## src/mapper_pkg.sv

```systemverilog
// shared constants for the program/data space mapper
package mapper_pkg;
  localparam int PA_W = 24;                      // program address width
  localparam int PC_W = 23;                      // program counter width
  localparam int EA_W = 16;                      // data effective address width
  localparam int DW = 16;                        // data word width
  localparam int PW = 24;                        // program word width
  localparam int PAGE_W = 8;                     // page register width
  localparam int WIN_LSB = 15;                   // window offset bits from the data address
  localparam int CFG_BIT = 7;                    // table page bit selecting config space
  localparam int HI_BIT = 23;                    // address bit reaching id and config
  localparam int EA_MSB = 15;                    // data address msb, window select
  localparam logic [PA_W-1:0] USER_TOP = 24'h7FFFFE; // last user word address
  localparam logic [1:0] XW_NONE = 2'h0;         // extra window cycles: none
  localparam logic [1:0] XW_ONE = 2'h1;          // one extra cycle
  localparam logic [1:0] XW_TWO = 2'h2;          // two extra cycles
  localparam logic [DW-1:0] ZERO_WORD = 16'h0000; // answer for invalid access
  localparam logic [PA_W-1:0] PC_STEP = 24'h000002; // address step per program word
  // access kinds presented by the core, gray along fetch->table->data
  typedef enum logic [2:0] {
    ACC_FETCH = 3'h0,
    ACC_TRD_LO = 3'h1,
    ACC_TRD_HI = 3'h3,
    ACC_TWR_LO = 3'h2,
    ACC_TWR_HI = 3'h6,
    ACC_DATA = 3'h7
  } acc_kind_t;
  // extra-cycle sequencer states
  typedef enum logic [1:0] {
    ST_IDLE = 2'h0,
    ST_STALL1 = 2'h1,
    ST_STALL2 = 2'h3
  } stall_st_t;
endpackage : mapper_pkg

```

## src/lane_steer.sv

```systemverilog
// table-read and window lane steering from a program word to the data bus
`timescale 1ns/1ps
module lane_steer
  import mapper_pkg::*;
(
  input wire logic [PW-1:0] pword,   // fetched program word
  input wire logic high_sel,         // high (upper byte) side selected
  input wire logic byte_op,          // byte-sized access
  input wire logic byte_sel,         // byte select, lsb of the address
  output logic [DW-1:0] dout         // steered data value
);
  // lanes: low word, low bytes, upper byte or zero
  always_comb begin
    dout = ZERO_WORD;
    if (!high_sel) begin
      if (!byte_op)
        dout = pword[15:0];
      else if (!byte_sel)
        dout = {8'h00, pword[7:0]};
      else
        dout = {8'h00, pword[15:8]};
    end else begin
      if (!byte_op)
        dout = {8'h00, pword[23:16]};
      else if (!byte_sel)
        dout = {8'h00, pword[23:16]};
      else
        dout = ZERO_WORD;
    end
  end
endmodule : lane_steer

```

## src/program_data_space_mapper.sv

```systemverilog
// program/data space address mapper with table lanes and window stalls
`timescale 1ns/1ps
module program_data_space_mapper
  import mapper_pkg::*;
#(
  parameter logic [EA_W-1:0] Y_BASE = 16'h0800,   // first y block byte address
  parameter logic [EA_W-1:0] Y_END = 16'h0BFE,    // last y block word address
  parameter logic [EA_W-1:0] RAM_END = 16'h0BFE   // last implemented data word
) (
  input wire logic clk,                        // 200 MHz core clock
  input wire logic resetn,                     // async reset, active low
  input wire logic ce,                         // clock enable, freezes state
  input wire logic req,                        // access request strobe
  input wire acc_kind_t kind,                  // access kind
  input wire logic byte_op,                    // byte-sized table access
  input wire logic [PC_W-1:0] pc,              // program counter
  input wire logic [EA_W-1:0] ea,              // data effective address
  input wire logic [PAGE_W-1:0] table_page_register,      // table page
  input wire logic [PAGE_W-1:0] visibility_page_register, // window page
  input wire logic visibility_enable,          // core control window enable
  input wire logic cls_short,                  // mac prefetch, move or double move
  input wire logic in_repeat,                  // executing inside a repeat loop
  input wire logic rpt_edge,                   // first/last iteration or irq exit/entry
  input wire logic mac_class,                  // multiply-accumulate class read
  input wire logic [EA_W-1:0] x_ea,            // mac x operand address
  input wire logic x_ptr_ok,                   // x operand from x_pointer_a/b
  input wire logic [EA_W-1:0] y_ea,            // mac y operand address
  input wire logic y_ptr_ok,                   // y operand from y_pointer_a/b
  input wire logic [PW-1:0] pword,             // program word from memory
  input wire logic [DW-1:0] x_rdata,           // x bus data from data memory
  input wire logic [DW-1:0] y_rdata,           // y bus data from data memory
  input wire logic [DW-1:0] wdata,             // table write data
  output logic [PA_W-1:0] paddr,               // program memory address
  output logic paddr_v,                        // program address valid
  output logic [DW-1:0] rdata,                 // data returned to core
  output logic rdata_v,                        // returned data valid
  output logic [DW-1:0] x_out,                 // mac x operand
  output logic [DW-1:0] y_out,                 // mac y operand
  output logic y_read,                         // concurrent y read active
  output logic stall,                          // extra window cycle in progress
  output logic fw_req,                         // table write to flash unit
  output logic fw_high,                        // write targets upper byte side
  output logic [PA_W-1:0] fw_addr,             // flash write address
  output logic [DW-1:0] fw_data,               // flash write data
  output logic addr_err                        // user access beyond user range
);

  // parameter sanity: y block must sit inside the implemented space
  if (Y_END < Y_BASE || RAM_END < Y_END || Y_BASE[0] != 1'b0)
    $error("y block must be aligned and lie inside implemented data space");

  // window selection and table classification
  function automatic logic is_table(input acc_kind_t k);
    is_table = (k == ACC_TRD_LO) || (k == ACC_TRD_HI) || (k == ACC_TWR_LO) ||
               (k == ACC_TWR_HI);
  endfunction : is_table

  function automatic logic in_y(input logic [EA_W-1:0] a);
    in_y = (a >= Y_BASE) && (a <= (Y_END | 16'h0001));
  endfunction : in_y

  logic win_hit;
  logic [PA_W-1:0] addr_nxt;
  logic [DW-1:0] steered;
  logic cfg_sp;
  logic addr_err_nxt;

  // windowing off while a table op runs; kind must be a data access
  assign win_hit = (kind == ACC_DATA) && ea[EA_MSB] && visibility_enable;
  assign cfg_sp = table_page_register[CFG_BIT];

  // address construction per access type
  always_comb begin
    addr_nxt = '0;
    case (kind)
      ACC_FETCH:
        addr_nxt = {1'b0, pc[PC_W-1:1], 1'b0};
      ACC_TRD_LO, ACC_TRD_HI, ACC_TWR_LO, ACC_TWR_HI:
        addr_nxt = {table_page_register, ea};
      ACC_DATA:
        addr_nxt = {1'b0, visibility_page_register, ea[WIN_LSB-1:0]};
      default:
        addr_nxt = '0;
    endcase
  end

  // fetch or window past the last user word is flagged; compared by word so
  // an odd byte inside the top word stays legal, and plain data never counts
  assign addr_err_nxt = req && (kind == ACC_FETCH || win_hit) &&
                        (addr_nxt[PA_W-1:1] > USER_TOP[PA_W-1:1]);

  lane_steer u_lane (
    .pword(pword),
    .high_sel(kind == ACC_TRD_HI),
    .byte_op(byte_op && is_table(kind)),
    .byte_sel(ea[0]),
    .dout(steered)
  );

  // extra-cycle count for window users; repeat edges cost two
  logic [1:0] xcyc;
  always_comb begin
    if (!in_repeat)
      xcyc = cls_short ? XW_ONE : XW_TWO;
    else
      xcyc = rpt_edge ? XW_TWO : XW_ONE;
  end

  stall_st_t st_r, st_nxt;
  logic go;
  assign go = req && win_hit && (st_r == ST_IDLE);

  // sequencer next state
  always_comb begin
    st_nxt = st_r;
    case (st_r)
      ST_IDLE:   if (go) st_nxt = (xcyc == XW_TWO) ? ST_STALL2 : ST_STALL1;
      ST_STALL2: st_nxt = ST_STALL1;
      ST_STALL1: st_nxt = ST_IDLE;
      default:   st_nxt = ST_IDLE;
    endcase
  end

  // sequencer register; second program fetch hides under the stall
  always_ff @(posedge clk or negedge resetn) begin
    if (!resetn) st_r <= ST_IDLE;
    else if (ce) st_r <= st_nxt;
  end

  // stall output registered from the next state
  always_ff @(posedge clk or negedge resetn) begin
    if (!resetn) stall <= 1'b0;
    else if (ce) stall <= (st_nxt != ST_IDLE);
  end

  // program address and error flag
  always_ff @(posedge clk or negedge resetn) begin
    if (!resetn) begin
      paddr <= '0;
      paddr_v <= 1'b0;
      addr_err <= 1'b0;
    end else if (ce) begin
      paddr_v <= req && (kind != ACC_DATA || win_hit) && !addr_err_nxt;
      addr_err <= addr_err_nxt;
      if (req) paddr <= addr_err_nxt ? '0 : addr_nxt;
    end
  end

  // single data return: table lanes, window low word, or plain data
  always_ff @(posedge clk or negedge resetn) begin
    if (!resetn) begin
      rdata <= ZERO_WORD;
      rdata_v <= 1'b0;
    end else if (ce) begin
      rdata_v <= req && (kind == ACC_TRD_LO || kind == ACC_TRD_HI || kind == ACC_DATA);
      if (req && (kind == ACC_TRD_LO || kind == ACC_TRD_HI))
        rdata <= steered;
      else if (req && win_hit)
        rdata <= pword[DW-1:0];
      else if (req && kind == ACC_DATA)
        rdata <= (ea > (RAM_END | 16'h0001)) ? ZERO_WORD : x_rdata;
    end
  end

  // mac dual read: x excludes y block, y only via y pointers
  always_ff @(posedge clk or negedge resetn) begin
    if (!resetn) begin
      x_out <= ZERO_WORD;
      y_out <= ZERO_WORD;
      y_read <= 1'b0;
    end else if (ce) begin
      y_read <= req && mac_class;
      if (req && mac_class) begin
        x_out <= (x_ptr_ok && !in_y(x_ea) && x_ea <= (RAM_END | 16'h0001))
                 ? x_rdata : ZERO_WORD;
        y_out <= (y_ptr_ok && in_y(y_ea)) ? y_rdata : ZERO_WORD;
      end
    end
  end

  // table writes handed to the flash programming unit
  always_ff @(posedge clk or negedge resetn) begin
    if (!resetn) begin
      fw_req <= 1'b0;
      fw_high <= 1'b0;
      fw_addr <= '0;
      fw_data <= ZERO_WORD;
    end else if (ce) begin
      fw_req <= req && (kind == ACC_TWR_LO || kind == ACC_TWR_HI);
      if (req && (kind == ACC_TWR_LO || kind == ACC_TWR_HI)) begin
        fw_high <= (kind == ACC_TWR_HI);
        fw_addr <= addr_nxt;
        fw_data <= wdata;
      end
    end
  end
endmodule : program_data_space_mapper

```

## config.mk

```make
export PLATFORM = sky130hd
export DESIGN_NAME = program_data_space_mapper
export DESIGN_NICKNAME = d
export VERILOG_FILES = /design/src/mapper_pkg.sv /design/src/lane_steer.sv /design/src/program_data_space_mapper.sv
export SDC_FILE = /design/constraint.sdc
export NUM_CORES = 1
export LEC_CHECK = 0
export BUFFER_PORTS_ARGS = -buffer_cell sky130_fd_sc_hd__buf_2
export CAP_MARGIN = 0
export CELL_PAD_IN_SITES_DETAIL_PLACEMENT = 0
export CELL_PAD_IN_SITES_GLOBAL_PLACEMENT = 1
export CORE_AREA = 10 10 160 125
export DETAILED_ROUTE_END_ITERATION = 16
export DIE_AREA = 0 0 170 135
export GPL_TIMING_DRIVEN = 1
export PLACE_DENSITY_LB_ADDON = 0.1
export SETUP_SLACK_MARGIN = 0.02
export SLEW_MARGIN = 20
export SYNTH_ARGS = -nofsm -noshare
export SYNTH_HDL_FRONTEND = slang
export SYNTH_SLANG_ARGS = --single-unit
```

## constraint.sdc

```tcl
create_clock -name clk -period 1.25 [get_ports clk]
set_input_delay 0.125 -clock clk [delete_from_list [all_inputs] [get_ports clk]]
set_output_delay 0.125 -clock clk [all_outputs]
set_load 0.01 [all_outputs]
```

---- Yosys cells after proc, flatten, opt, wreduce, memory -nomap -nowiden ----
Cells that the tools add are included.
storage, ports and cells
  register bits after elaboration ......... 121
  input bits .............................. 174
  output and inout bits ................... 119
operators by class
  $lt $le $gt $ge ......................... 6
  eq/ne operators ......................... 8
  multiplexer cells ....................... 19
  reduce and logical (&&, ||, !) cells .... 37
operators by type and width
  cell                    count
  $mux W16                9
  $pmux W24 S3            1
  $ge A16 B12 Y1 const B  2
  $le A16 B12 Y1 const B  2
  $mux W24                1
  $gt A23 B22 Y1 const B  1
  $logic_and A1 B1 Y1     19
  $gt A16 B12 Y1 const B  1
  $mux W8                 2
  $mux W2                 5
  $reduce_and A2 Y1       4
  $logic_or A1 B1 Y1      7
  $eq A3 B2 Y1 const B    2
  $eq A3 B3 Y1 const B    2
  $eq A2 B2 Y1 const B    2
  $pmux W2 S2             1
  $reduce_or A4 Y1        1
  $eq A3 B1 Y1 const B    1
  $logic_not A3 Y1        1
  $ne A3 B3 Y1 const B    1
  $reduce_bool A3 Y1      1
  $logic_not A1 Y1        2
  $logic_not A2 Y1        1
  $reduce_bool A2 Y1      1

---- Depth between registers and ports, before layout ----
  depth in word-level cells ............... 8
  mapped depth ............................ 7
  depth with buffers taken out ............ 6

---- Modules after synthesis ----
Synthesis repeated with hierarchy kept, for this count alone.
unflattened totals
  cells, all modules ...................... 533
  area, all modules ....................... 5647.9 µm²
modules (own cells, without submodules)
  module                     instances  cells each  area an instance (µm²)
  program_data_space_mapper  1          494         5311.3
  lane_steer                 1          39          336.6

---- Least setup slack after synthesis ----
No wires, ideal clock.
  kind .................................... input to register
  from .................................... input kind[0]
  to ...................................... register rdata[6]
  library setup time ...................... 0.087 ns
  data arrival time ....................... 1.410 ns
  required time ........................... 1.163 ns
  setup slack ............................. -0.246 ns
  stages .................................. 6
  buffers on the path ..................... 2
  cells stage by stage .................... buf_4 and2b_4 o211ai_4 buf_2 mux2_1 a211oi_2
on the way
  longest elaborated chain between the ends .. 8
  elaborated cells on any way between the ends .. 21
RTL lines
  what                                          line                                                                                                text
  start: declaration                            program_data_space_mapper.sv:14                                                                     input wire acc_kind_t kind,
  $eq A3 B1 Y1 or $eq A3 B2 Y1 (tied branches)  program_data_space_mapper.sv:54, program_data_space_mapper.sv:156, program_data_space_mapper.sv:94
  $logic_or A1 B1 Y1                            program_data_space_mapper.sv:54, program_data_space_mapper.sv:156
  $logic_or A1 B1 Y1 (2 in a row)               program_data_space_mapper.sv:54                                                                     is_table = (k == ACC_TRD_LO) || (k == ACC_TRD_HI) || (k == ACC_TWR_LO) ||
  $logic_and A1 B1 Y1                           program_data_space_mapper.sv:95                                                                     .byte_op(byte_op && is_table(kind)),
  $mux W16 (on tied branches)                   lane_steer.sv:16, lane_steer.sv:23
  $mux W16                                      lane_steer.sv:15                                                                                    if (!high_sel) begin
  $mux W16                                      program_data_space_mapper.sv:156                                                                    if (req && (kind == ACC_TRD_LO || kind == ACC_TRD_HI))
  end signal: assignment                        program_data_space_mapper.sv:157                                                                    rdata <= steered;
  end signal: assignment                        program_data_space_mapper.sv:159                                                                    rdata <= pword[DW-1:0];
  end signal: assignment                        program_data_space_mapper.sv:161                                                                    rdata <= (ea > (RAM_END | 16'h0001)) ? ZERO_WORD : x_rdata;
  end: declaration                              program_data_space_mapper.sv:35                                                                     output logic [DW-1:0] rdata,
Several ways; a longest one is shown, not always the timed one.
A chain may end at the register's enable or synchronous reset.

---- Final worst setup path ----
  from .................................... register st_r[0]
  to ...................................... register stall
on the way
  longest elaborated chain between the ends .. 5
  elaborated cells on any way between the ends .. 6
RTL lines
  what                      line                                                                text
  start: declaration        program_data_space_mapper.sv:109                                    stall_st_t st_r, st_nxt;
  start signal: assignment  program_data_space_mapper.sv:127                                    else if (ce) st_r <= st_nxt;
  $logic_not A2 Y1          program_data_space_mapper.sv:111, program_data_space_mapper.sv:116
  $logic_and A1 B1 Y1       program_data_space_mapper.sv:111                                    assign go = req && win_hit && (st_r == ST_IDLE);
  $mux W2                   program_data_space_mapper.sv:117                                    ST_IDLE: if (go) st_nxt = (xcyc == XW_TWO) ? ST_STALL2 : ST_STALL1;
  $pmux W2 S2 (*)           program_data_space_mapper.sv:116                                    case (st_r)
  $reduce_bool A2 Y1 (*)    program_data_space_mapper.sv:133                                    else if (ce) stall <= (st_nxt != ST_IDLE);
  end signal: assignment    program_data_space_mapper.sv:133
  end: declaration          program_data_space_mapper.sv:40                                     output logic stall,
Every way passes the cells marked *; elsewhere a longest branch is shown, timed or not.

==> summary.md <==
| Metric | Value |
|---|---|
| Outcome | `finished, final reports clean` |
| Synth unique cells | `48` |
| Gp weighted congestion | `0.797` |
| Root Driver | `clkbuf_16` |
| DPL Wire Length | `15900 um` |
| Clk sink count | `121` |
| Slew headroom | `0.578` |
| Critical path arrival | `1460 ps` |
| Fin Setup TNS | `0 ps` |
| Post-synth EDFFs | `0` |
| Total CTS buffers | `17` |
| Post-CTS setup buffers | `0` |
| Critical Path Max Stage Delay | `420 ps` |
| Clock Skew | `0.420 ps` |
| Largest net degree at the start of global routing | `61` |
| DRT Wirelength | `21300 um` |
| Worst skew pair latency | `420 ps` |
| Critical path peak fanout | `3` |
| Die X | `170 um` |
| Number of fill cells | `1548` |
| Clk slew on worst S/H paths | `60 ps` |
| Pre-antenna DRT Iters | `4` |
| Number of remaining DRC errors | `0` |
| Detail Route Antenna Nets | `0` |
| RSZ-0062 raised after global routing | `true` |
| Nets | `1052` |
| CP cell instances | `ha_2 -> nor2_4 -> nor3b_4 -> o31ai_2 -> o221ai_1` |
| PD cells | `1370 nW/um^2` |
| Core area | `16700 um^2` |
| Max-slew violation count | `0` |
| Peak supply drop | `854 uV` |
| Vias per inst | `4.84` |
| Share of post-route cells with drive strength above 1 | `0.479` |
| Final instance area | `8770 um^2` |
| Total vias in the final route | `5346` |
| Global-route usage over all layers | `0.184` |
| IO Port Bufs | `270` |
| Deepest level of the CTS H-tree | `4` |
| CP top delay family | `flip-flops` |
| Met1 wire length | `8970 um` |
| First-pass GRT wire length | `32800 um` |
| Antenna Cells | `0` |
| CP Data Required Time | `1530 ps` |
| Yosys warns | `0` |
| Slowest-stage cell, CP | `dfrtp_1` |
| Area after DPL | `7450 um^2` |
| Met3 routed WL | `1940 um` |
| Endpoints failing hold | `0` |
| CTS tree | `yes` |
| DR WL met2 | `10200 um` |
| Ys flop type | `dfrtp_1` |
| DR iter-0 viols | `308` |
| P&R area growth vs syn | `60.7%` |
| Top Metal Used | `met5` |
| IO Pins | `293` |
| #FFs+latches synth | `121` |
| Hold Crit Class | `input port to flop` |
| CP startpoint kind | `flop` |
| Clock Tree Buf Depth | `2` |
| Cells after synthesis | `505` |
| Die height | `135 um` |
| Mapped Nets | `681` |
| Die area | `23000 um^2` |
| Site Rows | `41` |
| Fmax | `850 MHz` |
| Grt ovf | `0` |
| Starting Density | `0.328` |
| Crit path time final | `1180 ps` |
| Cell area after synthesis | `5460 um^2` |
| Synthesized area per cell | `10.8 um^2` |
| Number of max-cap violations | `0` |
| Final setup vio count | `0` |
| Critical path type | `flop to flop` |
| Crit path buf inv count | `0` |
| Worst-margin pin slew | `632 ps` |
| Avg WL per Cell | `19.3 um` |
| Final period utilization | `0.942` |
| Antenna violations before repair | `2` |
| Fraction of the yosys area taken by sequential cells | `0.554` |
| Vias in the first global route | `5894` |
| Setup crit end kind | `flop` |
| Ys async rst share | `1.00` |
| LEAKAGE | `0.00447 uW` |
==> cells by family after synthesis <==
| family | count (synthesis) | share of synthesized area |
|---|---|---|
| muxes | 27 | 0.0554 |
| AOI/OAI and AO/OA | 162 | 0.222 |
| adders and majority gates | 2 | 0.00458 |
| DFF | 121 | 0.554 |
| buffers and inverters | 44 | 0.0383 |
| and+or+nand+nor | 149 | 0.125 |
==> where the power goes <==
| part | internal [uW] | switching [uW] | leakage, uW |
|---|---|---|---|
| clock network | 2940 | 1900 | 0.000269 |
| logic | 1230 | 1300 | 0.00262 |
| registers | 4400 | 260 | 0.00158 |
| total | 8570 | 3460 | 0.00447 |
==> per-layer routing <==
layer,vias up,global-route usage
li1,2571,-
met1,2584,0.217
met2,172,0.299
met3,15,0.0844
met4,4,0.0462
met5,-,0
==> tightest hold or removal path, stage by stage <==
cell     delay (ps)
buf_2            80
a22oi_2          80
o21ai_1         110
==> worst paths after layout <==
path,startpoint,to,slack [ps],depth (start not counted)
hold reg to reg,x_out[2]$_DFFE_PN0P_,x_out[2]$_DFFE_PN0P_,480,2
hold / removal,ea[8],paddr[8]$_DFFE_PN0P_,20,3
setup reg to reg,st_r[0]$_DFFE_PN0P_,stall$_DFFE_PN0P_,70,5
min in group asynchronous,resetn,x_out[10]$_DFFE_PN0P_,80,2
max in group asynchronous,resetn,fw_addr[8]$_DFFE_PN0P_,600,3
setup / recovery,st_r[0]$_DFFE_PN0P_,stall$_DFFE_PN0P_,70,5
==> layout by cell type (no fill, tap or decap), drive strengths merged, types with 13 or more instances in the layout <==
cell type    Yosys  layout
o21ai           70      70
nand2          103     103
buf             19     317
clkbuf          17      18
dfrtp          121     121
and3            14      14
a22o            24      24
dlygate4sd3      0      71
mux2            26      26
a22oi           22      22
nor2            13      13
==> cell type report <==
type | instances | area (um^2) | share of cell area
multi-input combinational | 340 | 2340 | 0.267
timing repair buffer | 388 | 2530 | 0.288
inverter | 8 | 30.0 | 0.00342
clock inverter | 14 | 148 | 0.0168
clock buffer | 18 | 429 | 0.0489
tap | 215 | 269 | 0.0307
sequential | 121 | 3030 | 0.345
==> synth_stat cells (all sizes together), types with 2 or more instances <==
cell type  instances  share of area
ha                 2         0.0046
nand3              4         0.0060
a2bb2oi            8          0.013
a31oi              8         0.0092
o21ai             70          0.064
inv                8         0.0055
a22o              24          0.039
nor2              13         0.0094
dfrtp            121           0.55
nand3b             2         0.0027
a211oi             8          0.018
and3              14          0.017
clkbuf            17          0.012
nor2b              2         0.0037
and2               2         0.0023
nand2            103          0.071
mux2              26          0.054
a221o              8          0.015
a22oi             22          0.030
a221oi             8          0.022
nor3               2         0.0027
buf               19          0.021
==> through the flow <==
step,total power (uW),utilization,worst slack [ps],hold slack (ps),std cells
after floorplan,5740,-,-176,-171,505
after global placement,6950,0.447,-215,-27.3,1001
after detailed placement,7010,0.447,-278,-21.0,1001
after CTS,12100,0.524,24.3,3.21,1104
after global routing,12700,0.526,-18.3,25.8,1104
final,12000,0.526,72.9,17.2,1104
==> state kept, by name, indices dropped and copies added (netlist names), 2 cells and up <==
| name | count |
|---|---|
| fw_addr | 24 |
| paddr | 24 |
| fw_data | 16 |
| rdata | 16 |
| x_out | 16 |
| y_out | 16 |
| st_r | 2 |
==> repair_timing <==
action	in CTS	in global routing
endpoints found under the hold margin	197	0
endpoints found under the setup margin	2	5
hold buffers	71	0
pin swaps	1	1
resized for setup	1	9
No activity file was read; power rests on OpenSTA's default activity.
